### config.mk
export PLATFORM = sky130hd
export DESIGN_NAME = pdbmc_codec
export DESIGN_NICKNAME = d
export VERILOG_FILES = /design/src/rtl/pdbmc_pkg.sv /design/src/rtl/pdbmc_codec.sv /design/src/rtl/pdbmc_rx.sv
export SDC_FILE = /design/constraint.sdc
export NUM_CORES = 1
export LEC_CHECK = 0
export BUFFER_PORTS_ARGS = -buffer_cell sky130_fd_sc_hd__buf_2
export CAP_MARGIN = 20
export CORE_UTILIZATION = 40
export DETAILED_ROUTE_END_ITERATION = 10
export MAX_ROUTING_LAYER = met4
export PLACE_DENSITY = 0.66
export SKIP_LAST_GASP = 1
export SLEW_MARGIN = 10
export SYNTH_ARGS = -nofsm -noshare
export SYNTH_HDL_FRONTEND = slang
export SYNTH_SLANG_ARGS = --single-unit
### constraint.sdc
create_clock -name ref_clk_in -period 6.75 [get_ports ref_clk_in]
set_clock_uncertainty 0.2 [all_clocks]
set_input_delay 0.675 -clock ref_clk_in [delete_from_list [all_inputs] [get_ports ref_clk_in]]
set_output_delay 0.675 -clock ref_clk_in [all_outputs]
set_load 0.01 [all_outputs]
### src/rtl/pdbmc_pkg.sv
// Package for the baseband biphase mark codec: timing defaults and encodings.
// Assumes a single 250 MHz core clock with synchronous reset.
package pdbmc_pkg;
	localparam int unsigned CLK_MHZ = 250;
	// Nominal unit interval in ns (300 kbps class link)
	localparam int unsigned UI_NS = 3334;
	localparam int unsigned HALF_CYC = (UI_NS * CLK_MHZ) / (2 * 1000);
	localparam int unsigned CNT_W = 12;
	localparam logic [CNT_W-1:0] HALF_DEF = CNT_W'(HALF_CYC);
	// Receive idle timeout in half bits
	localparam logic [CNT_W-1:0] RX_IDLE_HALVES = 12'h0006;
	localparam logic [CNT_W-1:0] CNT_ZERO = 12'h0000;
	localparam logic [CNT_W-1:0] CNT_ONE = 12'h0001;
	localparam logic [1:0] EDGE_SEEN_TWO = 2'h2;
	typedef enum logic [1:0] {
		PDBMC_TX_IDLE = 2'b00,
		PDBMC_TX_PRE = 2'b01,
		PDBMC_TX_BIT = 2'b10,
		PDBMC_TX_CLOSE = 2'b11
	} pdbmc_tx_state_t;
endpackage

### src/rtl/pdbmc_codec.sv
// Baseband biphase mark codec top: encoder, pin steering and receiver.
// Assumes a message engine on ref_clk_in and an orientation strap from attach logic.
// Functional notes
// - Invert line at every bit boundary.
// - Ones add mid-bit inversion; zeros do not.
// - Keep disparity within half a bit.
// - Preamble starts with a driven low.
// - Receiver tolerates missing first preamble edge.
// - Closing edge after last bit, then release.
// - Drive only while sending; else high impedance.
// - Use only orientation-selected pin.
// - Only one party drives shared line.
`timescale 1ns/1ns
module pdbmc_codec #(
	parameter int unsigned CNT_W = pdbmc_pkg::CNT_W,
	parameter logic [pdbmc_pkg::CNT_W-1:0] HALF_DEF = pdbmc_pkg::HALF_DEF
) (
	input wire logic ref_clk_in,
	input wire logic sys_rst_in,
	input wire logic [CNT_W-1:0] half_cycles_in,
	input wire logic orient_b_in,
	input wire logic tx_start_in,
	input wire logic tx_bit_in,
	input wire logic tx_last_in,
	output logic tx_bit_req_out,
	output logic tx_busy_out,
	input wire logic config_channel_pin_a_in,
	output logic config_channel_pin_a_out,
	output logic config_channel_pin_a_oe_out,
	input wire logic config_channel_pin_b_in,
	output logic config_channel_pin_b_out,
	output logic config_channel_pin_b_oe_out,
	output logic rx_bit_valid_out,
	output logic rx_bit_out,
	output logic rx_busy_out
);
	pdbmc_pkg::pdbmc_tx_state_t st_r, st_nxt;
	logic [CNT_W-1:0] div_r, div_nxt, half_r, half_nxt;
	logic phase_r, phase_nxt;
	logic lvl_r, lvl_nxt;
	logic cur_r, cur_nxt, cur_last_r, cur_last_nxt;
	logic nb_r, nb_nxt, nb_last_r, nb_last_nxt;
	logic req_r, req_nxt;
	logic oe_a_r, oe_a_nxt, oe_b_r, oe_b_nxt;
	logic out_r, out_nxt;
	logic orient_r, orient_nxt;
	logic busy_r, busy_nxt;
	logic [1:0] sa_r, sb_r;
	logic rx_line;
	logic tick;

	// Pin inputs pass two flops before use
	always_ff @(posedge ref_clk_in) begin
		if (sys_rst_in) begin
			// Reset to the idle bias level of the line
			sa_r <= 2'b11;
			sb_r <= 2'b11;
		end else begin
			sa_r <= {sa_r[0], config_channel_pin_a_in};
			sb_r <= {sb_r[0], config_channel_pin_b_in};
		end
	end

	assign rx_line = orient_r ? sb_r[1] : sa_r[1];
	assign tick = (div_r == CNT_W'(1));

	always_comb begin
		st_nxt = st_r;
		div_nxt = div_r;
		half_nxt = half_r;
		phase_nxt = phase_r;
		lvl_nxt = lvl_r;
		cur_nxt = cur_r;
		cur_last_nxt = cur_last_r;
		nb_nxt = nb_r;
		nb_last_nxt = nb_last_r;
		req_nxt = 1'b0;
		orient_nxt = orient_r;
		// Half-bit divider enable
		if (st_r != pdbmc_pkg::PDBMC_TX_IDLE) begin
			div_nxt = tick ? half_r : CNT_W'(div_r - CNT_W'(1));
		end
		// Bit requested one bit period before it is sent; the first bit half a bit before, at the preamble start
		if (req_r) begin
			nb_nxt = tx_bit_in;
			nb_last_nxt = tx_last_in;
		end
		unique case (st_r)
			pdbmc_pkg::PDBMC_TX_IDLE: begin
				// Follow orientation while idle so the receiver watches the live pin
				orient_nxt = orient_b_in;
				if (tx_start_in && !rx_busy_out) begin
					st_nxt = pdbmc_pkg::PDBMC_TX_PRE;
					half_nxt = (half_cycles_in == CNT_W'(0)) ? HALF_DEF : half_cycles_in;
					div_nxt = (half_cycles_in == CNT_W'(0)) ? HALF_DEF : half_cycles_in;
					orient_nxt = orient_b_in;
					lvl_nxt = 1'b0;
					phase_nxt = 1'b0;
					req_nxt = 1'b1;
				end
			end
			pdbmc_pkg::PDBMC_TX_PRE: begin
				// One low half bit, then the first bit boundary
				if (tick) begin
					st_nxt = pdbmc_pkg::PDBMC_TX_BIT;
					lvl_nxt = ~lvl_r;
					cur_nxt = nb_r;
					cur_last_nxt = nb_last_r;
					phase_nxt = 1'b1;
					req_nxt = !nb_last_r;
				end
			end
			pdbmc_pkg::PDBMC_TX_BIT: begin
				if (tick) begin
					if (phase_r) begin
						// Mid-bit: ones toggle, which bounds disparity to half a bit
						if (cur_r) begin
							lvl_nxt = ~lvl_r;
						end
						phase_nxt = 1'b0;
					end else begin
						lvl_nxt = ~lvl_r;
						if (cur_last_r) begin
							st_nxt = pdbmc_pkg::PDBMC_TX_CLOSE;
						end else begin
							cur_nxt = nb_r;
							cur_last_nxt = nb_last_r;
							phase_nxt = 1'b1;
							req_nxt = !nb_last_r;
						end
					end
				end
			end
			pdbmc_pkg::PDBMC_TX_CLOSE: begin
				// Hold the closing edge a half bit, then release
				if (tick) begin
					st_nxt = pdbmc_pkg::PDBMC_TX_IDLE;
				end
			end
		endcase
		out_nxt = lvl_nxt;
		oe_a_nxt = (st_nxt != pdbmc_pkg::PDBMC_TX_IDLE) && !orient_nxt;
		oe_b_nxt = (st_nxt != pdbmc_pkg::PDBMC_TX_IDLE) && orient_nxt;
		busy_nxt = (st_nxt != pdbmc_pkg::PDBMC_TX_IDLE);
	end

	always_ff @(posedge ref_clk_in) begin
		if (sys_rst_in) begin
			st_r <= pdbmc_pkg::PDBMC_TX_IDLE;
			div_r <= HALF_DEF;
			half_r <= HALF_DEF;
			phase_r <= 1'b0;
			lvl_r <= 1'b0;
			cur_r <= 1'b0;
			cur_last_r <= 1'b0;
			nb_r <= 1'b0;
			nb_last_r <= 1'b0;
			req_r <= 1'b0;
			oe_a_r <= 1'b0;
			oe_b_r <= 1'b0;
			out_r <= 1'b0;
			orient_r <= 1'b0;
			busy_r <= 1'b0;
		end else begin
			st_r <= st_nxt;
			div_r <= div_nxt;
			half_r <= half_nxt;
			phase_r <= phase_nxt;
			lvl_r <= lvl_nxt;
			cur_r <= cur_nxt;
			cur_last_r <= cur_last_nxt;
			nb_r <= nb_nxt;
			nb_last_r <= nb_last_nxt;
			req_r <= req_nxt;
			oe_a_r <= oe_a_nxt;
			oe_b_r <= oe_b_nxt;
			out_r <= out_nxt;
			orient_r <= orient_nxt;
			busy_r <= busy_nxt;
		end
	end

	assign config_channel_pin_a_out = out_r;
	assign config_channel_pin_b_out = out_r;
	assign config_channel_pin_a_oe_out = oe_a_r;
	assign config_channel_pin_b_oe_out = oe_b_r;
	assign tx_bit_req_out = req_r;
	assign tx_busy_out = busy_r;

	// Receiver sees only the selected pin and is blind while we transmit
	pdbmc_rx #(
		.CNT_W(CNT_W)
	) u_rx (
		.ref_clk_in(ref_clk_in),
		.sys_rst_in(sys_rst_in),
		.line_in(rx_line),
		.enable_in(st_r == pdbmc_pkg::PDBMC_TX_IDLE),
		.half_cycles_in((half_cycles_in == CNT_W'(0)) ? HALF_DEF : half_cycles_in),
		.bit_valid_out(rx_bit_valid_out),
		.bit_out(rx_bit_out),
		.busy_out(rx_busy_out)
	);

	chk_one_pin_only: assert property (@(posedge ref_clk_in)
		disable iff (sys_rst_in) !(oe_a_r && oe_b_r))
		else $error("both pins driven");
	chk_idle_hiz: assert property (@(posedge ref_clk_in)
		disable iff (sys_rst_in) st_r == pdbmc_pkg::PDBMC_TX_IDLE |-> !oe_a_r && !oe_b_r)
		else $error("driver enabled while idle");
	chk_busy_state_flop: assert property (@(posedge ref_clk_in)
		disable iff (sys_rst_in) tx_busy_out == (st_r != pdbmc_pkg::PDBMC_TX_IDLE))
		else $error("busy flag out of step with state");
	chk_preamble_low: assert property (@(posedge ref_clk_in)
		disable iff (sys_rst_in) $rose(tx_busy_out) |-> !out_r)
		else $error("preamble did not start low");
	chk_bound_edge: assert property (@(posedge ref_clk_in)
		disable iff (sys_rst_in)
		st_r == pdbmc_pkg::PDBMC_TX_BIT && tick && !phase_r |=> lvl_r != $past(lvl_r))
		else $error("missing bit boundary edge");
	chk_zero_no_mid: assert property (@(posedge ref_clk_in)
		disable iff (sys_rst_in)
		st_r == pdbmc_pkg::PDBMC_TX_BIT && tick && phase_r && !cur_r |=> $stable(lvl_r))
		else $error("zero bit toggled mid period");
	chk_close_edge: assert property (@(posedge ref_clk_in)
		disable iff (sys_rst_in)
		st_r == pdbmc_pkg::PDBMC_TX_BIT && $past(st_r) == pdbmc_pkg::PDBMC_TX_BIT
		&& st_nxt == pdbmc_pkg::PDBMC_TX_CLOSE |=> lvl_r != $past(lvl_r))
		else $error("no closing edge");
	chk_no_tx_on_rx: assert property (@(posedge ref_clk_in)
		disable iff (sys_rst_in) $rose(tx_busy_out) |-> !$past(rx_busy_out))
		else $error("transmit started while line busy");
endmodule

### src/rtl/pdbmc_rx.sv
// Receive half of the codec: measures intervals between line edges.
// Assumes the line input is already synchronised to ref_clk_in.
`timescale 1ns/1ns
module pdbmc_rx #(
	parameter int unsigned CNT_W = pdbmc_pkg::CNT_W
) (
	input wire logic ref_clk_in,
	input wire logic sys_rst_in,
	input wire logic line_in,
	input wire logic enable_in,
	input wire logic [CNT_W-1:0] half_cycles_in,
	output logic bit_valid_out,
	output logic bit_out,
	output logic busy_out
);
	logic [CNT_W-1:0] cnt_r, cnt_nxt;
	logic line_d_r, line_d_nxt;
	logic half_pend_r, half_pend_nxt;
	logic [1:0] edges_r, edges_nxt;
	logic bv_r, bv_nxt, b_r, b_nxt, busy_r, busy_nxt;
	logic [CNT_W:0] thr;
	logic [CNT_W+2:0] idle_lim;
	logic edge_w;

	// Three quarter bit threshold is one and a half half-bits; one extra bit keeps the carry
	assign thr = (CNT_W+1)'({1'b0, half_cycles_in} + {2'b00, half_cycles_in[CNT_W-1:1]});
	assign idle_lim = (CNT_W+3)'((CNT_W+3)'(half_cycles_in)
		* (CNT_W+3)'(pdbmc_pkg::RX_IDLE_HALVES));
	assign edge_w = line_in ^ line_d_r;

	always_comb begin
		cnt_nxt = cnt_r;
		line_d_nxt = line_in;
		half_pend_nxt = half_pend_r;
		edges_nxt = edges_r;
		bv_nxt = 1'b0;
		b_nxt = b_r;
		busy_nxt = busy_r;
		if (!enable_in) begin
			cnt_nxt = pdbmc_pkg::CNT_ZERO;
			half_pend_nxt = 1'b0;
			edges_nxt = 2'h0;
			busy_nxt = 1'b0;
		end else if (edge_w) begin
			cnt_nxt = pdbmc_pkg::CNT_ONE;
			busy_nxt = 1'b1;
			// First edges only lock timing; a missed first edge loses the first data bit
			if (edges_r != pdbmc_pkg::EDGE_SEEN_TWO) begin
				edges_nxt = 2'(edges_r + 2'h1);
			end else if (cnt_r < thr) begin
				if (half_pend_r) begin
					bv_nxt = 1'b1;
					b_nxt = 1'b1;
					half_pend_nxt = 1'b0;
				end else begin
					half_pend_nxt = 1'b1;
				end
			end else begin
				bv_nxt = 1'b1;
				b_nxt = 1'b0;
				half_pend_nxt = 1'b0;
			end
		end else if ((CNT_W+3)'(cnt_r) >= idle_lim || &cnt_r) begin
			// A saturated counter also means idle, so long half bits cannot wrap it
			busy_nxt = 1'b0;
			edges_nxt = 2'h0;
			half_pend_nxt = 1'b0;
		end else begin
			cnt_nxt = CNT_W'(cnt_r + pdbmc_pkg::CNT_ONE);
		end
	end

	always_ff @(posedge ref_clk_in) begin
		if (sys_rst_in) begin
			cnt_r <= pdbmc_pkg::CNT_ZERO;
			// Idle line sits at its bias level, so no false edge follows reset
			line_d_r <= 1'b1;
			half_pend_r <= 1'b0;
			edges_r <= 2'h0;
			bv_r <= 1'b0;
			b_r <= 1'b0;
			busy_r <= 1'b0;
		end else begin
			cnt_r <= cnt_nxt;
			line_d_r <= line_d_nxt;
			half_pend_r <= half_pend_nxt;
			edges_r <= edges_nxt;
			bv_r <= bv_nxt;
			b_r <= b_nxt;
			busy_r <= busy_nxt;
		end
	end

	assign bit_valid_out = bv_r;
	assign bit_out = b_r;
	assign busy_out = busy_r;

	chk_zero_full_gap: assert property (@(posedge ref_clk_in)
		disable iff (sys_rst_in) bv_r && !b_r |-> $past(cnt_r) >= $past(thr))
		else $error("zero decoded from short interval");
	chk_one_needs_pair: assert property (@(posedge ref_clk_in)
		disable iff (sys_rst_in) bv_r && b_r |-> $past(half_pend_r))
		else $error("one decoded without prior half bit");
endmodule

Word level (Yosys, flattened, before mapping)
Cells that the tools add are included.
{"block": "word_totals", "regBits": 60, "latch_bits": 0, "ramBits": 0, "rom_bits": 0, "inputBits": 20, "output_inout_bits": 9, "elab_cells": 133, "n_memories": 0}
{"block": "op_classes", "n_addsub": 4, "multipliers": 1, "div": 0, "n_lt_le_gt_ge": 2, "eq_ne": 15, "shifts": 0, "n_mux": 56, "n_bitwise": 5, "reduce_logical": 26}
{"cell": "$mux 12", "count": 5}
{"cell": "$mux 1", "count": 36}
{"cell": "$mux 2", "count": 9}
{"cell": "$ne 2x2->1 const B", "count": 8}
{"cell": "$ge 12x15->1", "count": 1}
{"cell": "$mul 12x2->14 const B", "count": 1}
{"cell": "$add 12x11->13", "count": 1}
{"cell": "$lt 12x13->1", "count": 1}
{"cell": "$add 12x1->12 const B", "count": 1}
{"cell": "$eq 12x1->1 const B", "count": 1}
{"cell": "$logic_not 12->1", "count": 1}
{"cell": "$reduce_and 12->1", "count": 1}
{"cell": "$reduce_and 4->1", "count": 3}
{"cell": "$sub 12x1->12 const B", "count": 1}
{"cell": "$reduce_and 5->1", "count": 2}
{"cell": "$pmux 1 s3", "count": 3}
{"cell": "$pmux 2 s4", "count": 1}
{"cell": "$reduce_bool 2->1", "count": 4}
{"cell": "$reduce_and 2->1", "count": 3}
{"cell": "$eq 2x2->1 const B", "count": 2}
{"cell": "$ne 2x1->1 const B", "count": 2}
{"cell": "$not 1->1", "count": 4}
{"cell": "$pmux 1 s2", "count": 2}
{"cell": "$reduce_or 4->1", "count": 1}
{"cell": "other kinds (11)", "count": 15}

Longest topological paths before layout
{"block": "depth", "depth_word": 7, "depth_mapped": 23, "ltp_nobuf": 20}

Cells and area by module
Synthesis repeated with hierarchy kept, for this count alone.
{"block": "hier_totals", "hier_cells": 531, "hier_area_um2": 4319.1}
{"mod": "pdbmc_codec", "instances": 1, "cells_each": 287, "area_each_um2": 2306.0, "seq_area_each_um2": 820.8}
{"mod": "pdbmc_rx", "instances": 1, "cells_each": 244, "area_each_um2": 2013.2, "seq_area_each_um2": 380.4}

Worst setup path after synthesis
No wires, ideal clock.
{"block": "synth_path", "kind": "input to register", "start": "input port half_cycles_in[10]", "end": "register u_rx.cnt_r[0]", "setup_ps": 88, "arrival_ps": 4451, "t_required_ps": 6462, "slack_ps": 2011, "cell_stages": 20, "path_buffers": 3, "cell_sequence": "inv_1 > ha_1 > and4b_1 > buf_6 > and3_2 > clkbuf_1 > nor2_1 > fa_1 > a211oi_1 > o21ai_0 > a32o_1 > a21oi_1 > xor2_1 > ha_1 > nand4_1 > o2111a_2 > o41ai_4 > buf_6 > a21oi_2 > a311oi_2"}
{"block": "synth_between", "elab_chain_len": 6}
{"element": "start: declaration", "line_no": "pdbmc_codec.sv:20", "source": "input wire logic [CNT_W-1:0] half_cycles_in,"}
{"element": "$logic_not 12->1", "line_no": "pdbmc_codec.sv:198", "source": ".half_cycles_in((half_cycles_in == CNT_W'(0)) ? HALF_DEF : half_cycles_in),"}
{"element": "$mux 12", "line_no": "pdbmc_codec.sv:198"}
{"element": "net u_rx.half_cycles_in[1]", "line_no": "pdbmc_rx.sv:11", "source": "input wire logic [CNT_W-1:0] half_cycles_in,"}
{"element": "$mul 12x2->14", "line_no": "pdbmc_rx.sv:28", "source": "* (CNT_W+3)'(pdbmc_pkg::RX_IDLE_HALVES));"}
{"element": "$ge 12x15->1", "line_no": "pdbmc_rx.sv:63", "source": "end else if ((CNT_W+3)'(cnt_r) >= idle_lim || &cnt_r) begin"}
{"element": "$logic_or 1x1->1", "line_no": "pdbmc_rx.sv:63"}
{"element": "$ne 2x1->1 (no line)"}
{"element": "end signal: assignment", "line_no": "pdbmc_rx.sv:75", "source": "cnt_r <= pdbmc_pkg::CNT_ZERO;"}
{"element": "end signal: assignment", "line_no": "pdbmc_rx.sv:84", "source": "cnt_r <= cnt_nxt;"}
{"element": "end: declaration", "line_no": "pdbmc_rx.sv:16", "source": "logic [CNT_W-1:0] cnt_r, cnt_nxt;"}
The timed path passes the listed nets, and every way through them passes these cells.
A chain may end at the register's enable or synchronous reset.

Worst setup path in the final report
{"block": "layout_path", "start": "input port half_cycles_in[1]", "end": "register u_rx.edges_r[0]"}
{"block": "layout_between", "elab_chain_len": 7}
{"element": "$logic_not 12->1", "line_no": "pdbmc_codec.sv:198"}
{"element": "$mux 12 *", "line_no": "pdbmc_codec.sv:198"}
{"element": "net u_rx.half_cycles_in[1]", "line_no": "pdbmc_rx.sv:11"}
{"element": "$mul 12x2->14 *", "line_no": "pdbmc_rx.sv:28"}
{"element": "$ge 12x15->1 *", "line_no": "pdbmc_rx.sv:63"}
{"element": "$logic_or 1x1->1 *", "line_no": "pdbmc_rx.sv:63"}
{"element": "$reduce_bool 2->1 (no line) *"}
{"element": "$reduce_and 2->1 (no line) *"}
{"element": "end signal: assignment", "line_no": "pdbmc_rx.sv:87", "source": "edges_r <= edges_nxt;"}
{"element": "end: declaration", "line_no": "pdbmc_rx.sv:19", "source": "logic [1:0] edges_r, edges_nxt;"}
Mark *: on every way through the listed nets, which the timed path passes. The rest lies on a longest branch.

==> impl_metrics.toml <==
[status]
outcome = "finished clean"

[hold_path]
hold_path.class = "flip-flop to flip-flop"

[logic_synthesis]
synth-seq-cells = 60
netlist_instances = 522
synth_xor_area_frac = 0.0412
synth_fa_ha_area_frac = 0.131
synth_nets = 585
ys_types = 66
ys.flop_type = "dfxtp_1"
synth_area_per_cell_sq_um = 8.14
async_reset_ff_frac = 0
yosys.area_share.simple = 0.225
synth_compound_area_frac = 0.224
synth_seq_area_share = 0.283
netlist_area_sq_um = 4250
ys_warn_count = 0
muxShareOfSynthArea = 0.0447
synth-edff-count = 0
synth_top_family_by_area = "simple AND/OR/NAND/NOR gates"

[layout]
final_area_sq_um = 4620
flow.area_growth_from_synthesis_pct = 8.62
antenna_cells = 0
multiInputGateArea_sq_um = 2830
fin_nets = 598
drive_gt1_frac = 0.115
final_cell_mix = "nor2_1 (69), dfxtp_1 (60), ha_1 (42)"
seq_area_sq_um = 1200
final-instance-count-excl-fill = 676
fill_cells = 1029
final_common_cell = "nor2_1"

[global_route]
first_global_vias = 3561
grt_use_total = 0.199
overflow = 0
antenna_found_initial = 0
grt_max_degree = 43
grt_pass1_wl_um = 17100

[sta]
setup_viol = 0
maxSlewHeadroom = 0.325
tns_ns = 0
rsz0062_at_grt = "false"
fin_crit_sh = 0.753
max_freq_mhz = 197
slew_viol_final = 0
tightest_slew_ns = 1.01
hold_viol = 0
fin_crit_ns = 5.08
hold_slack_ns = 0.209

[die]
initial_core_util = 0.412
core_sq_um = 10300
die_h_um = 105
die_area_sq_um = 11000
die_w_um = 105
ios = 29
num_rows = 37

[drt]
vias = 3826
vias_per_cell = 5.66
post_drt_wl_per_cell_um = 15.3
drt_iter0_drc = 216
dr.pass1.iters = 5
final_antenna_net_count = 0
drcViolationCount = 0
wl_um = 10300

[worst_setup_path]
cpMaxStageDelayCell = "o41ai_4"
critPathKind = "input pin to flip-flop"
required_ns = 6.78
cpPeakStageDelay_ns = 0.62
arrival_ns = 5.11
end_kind = "flip-flop"
crit_chain = "buf_2 -> inv_1 -> ha_1 -> and4b_1 -> and3_2 -> nor2_1 -> fa_1 -> a211oi_1 -> o21ai_0 -> a32o_1 -> a21oi_1 -> xor2_1 -> ha_1 -> nand4_1 -> o2111a_2 -> o41ai_4 -> a21oi_1 -> o311a_1"
crit_fanout = 12
critPathLaunchType = "input pin"

[placement]
globalplace.congestion = 0.839
postPlaceCellArea_sq_um = 4430
dp_cells = 660
io_buffers = 28
dp_hpwl_um = 7720

[pwr]
p_sw_frac = 0.337
switchingPower_w = 0.000324
p_int_w = 0.000638
p_seq_frac = 0.417
comb_power_share = 0.272
p_clk_frac = 0.310
max-vdd-ir-drop_v = 0.000129
powerDensity_nw_per_um2 = 208
power.leakage_nw = 1.96

[cts]
h-tree-depth = 3
postCtsSetupBuffers = 0
clock_path_buffers = 2
cts_inserted_buffers = 9
worstSkewPairLatency_ns = 0.34
cts.clk_slew.worst_paths_ns = 0.07
cts-resized-gates = 0
cts_tree = "yes"
root_buffer = "clkbuf_8"
cts_hold_buf = 0
numClockSinks = 60

[job]
cap_violations = 0
[worst paths after layout]
kind	from	to	slack (ns)	depth (start not counted)
min	sa_r[0]	sa_r[1]	0.21	1
max reg2reg	u_rx.busy_out	div_r[3]	3.57	5
max	half_cycles_in[1]	u_rx.edges_r[0]	1.67	18
min reg2reg	sa_r[0]	sa_r[1]	0.21	1
[cell families after synthesis]
group,after synthesis
AOI/OAI and AO/OA,136
muxes,19
and+or+nand+nor,196
buffers and inverters,47
adders and majority gates,44
xor gates and xnor gates,20
DFF,60
[stage by stage]
stage                     worst slack, ns  total power (W)  utilization
after detailed placement             1.37         0.000669        0.429
final                                1.67         0.000962        0.447
after CTS                            1.72         0.000971        0.447
after floorplan                      2.01         0.000604            -
after global placement               1.48         0.000660        0.429
after global routing                 1.38          0.00102        0.447
[worst max-delay path, delay by kind of cell]
family          cells  cell delay (ns)
compound gates      8             2.34
xor+xnor            1             0.12
fa+ha+maj           3             0.95
buf+inv             2             0.22
simple gates        4             0.79
[final cells by class]
type | instances | share of cell area
clock inverter | 5 | 0.00786
clock buffer | 11 | 0.0328
timing repair buffer | 30 | 0.0336
tap | 136 | 0.0368
sequential | 60 | 0.260
inverter | 19 | 0.0154
multi-input combinational | 415 | 0.613
[cell usage after synthesis, drive strengths merged, types with 9 or more instances]
master,number,area (sq um)
a211oi,19,143
a21o,9,70.1
a21oi,33,169
clkbuf,22,92.6
dfxtp,60,1200
ha,42,526
inv,19,71.3
mux2i,19,190
nand2,41,154
nand3,10,50.1
nor2,69,259
nor3,14,70.1
o21ai,25,125
or3,12,75.1
xor2,12,105
[power by group through the flow]
stage	logic, W	clock network, W	registers [W]
finish	0.000262	0.000299	0.000401
global route	0.000294	0.000325	0.000405
CTS	0.000262	0.000308	0.000401
detailed placement	0.000260	0	0.000409
global placement	0.000252	0	0.000408
floorplan	0.000199	0	0.000405
[metal layers]
layer | GRT usage | up-vias | wire length (um)
met5 | - | - | 0
met2 | 0.308 | 87 | 4740
met1 | 0.261 | 1803 | 4980
met4 | 0.0664 | 0 | 192
li1 | - | 1921 | -
met3 | 0.0362 | 15 | 427
[registers in the layout (all words and copies together) (netlist names), 2 cells and up]
| name | cells |
|---|---|
| div_r | 12 |
| u_rx.edges_r | 2 |
| half_r | 12 |
| sa_r | 2 |
| u_rx.cnt_r | 12 |
| sb_r | 2 |
| st_r | 2 |
Power figures use the tool's default switching activity.
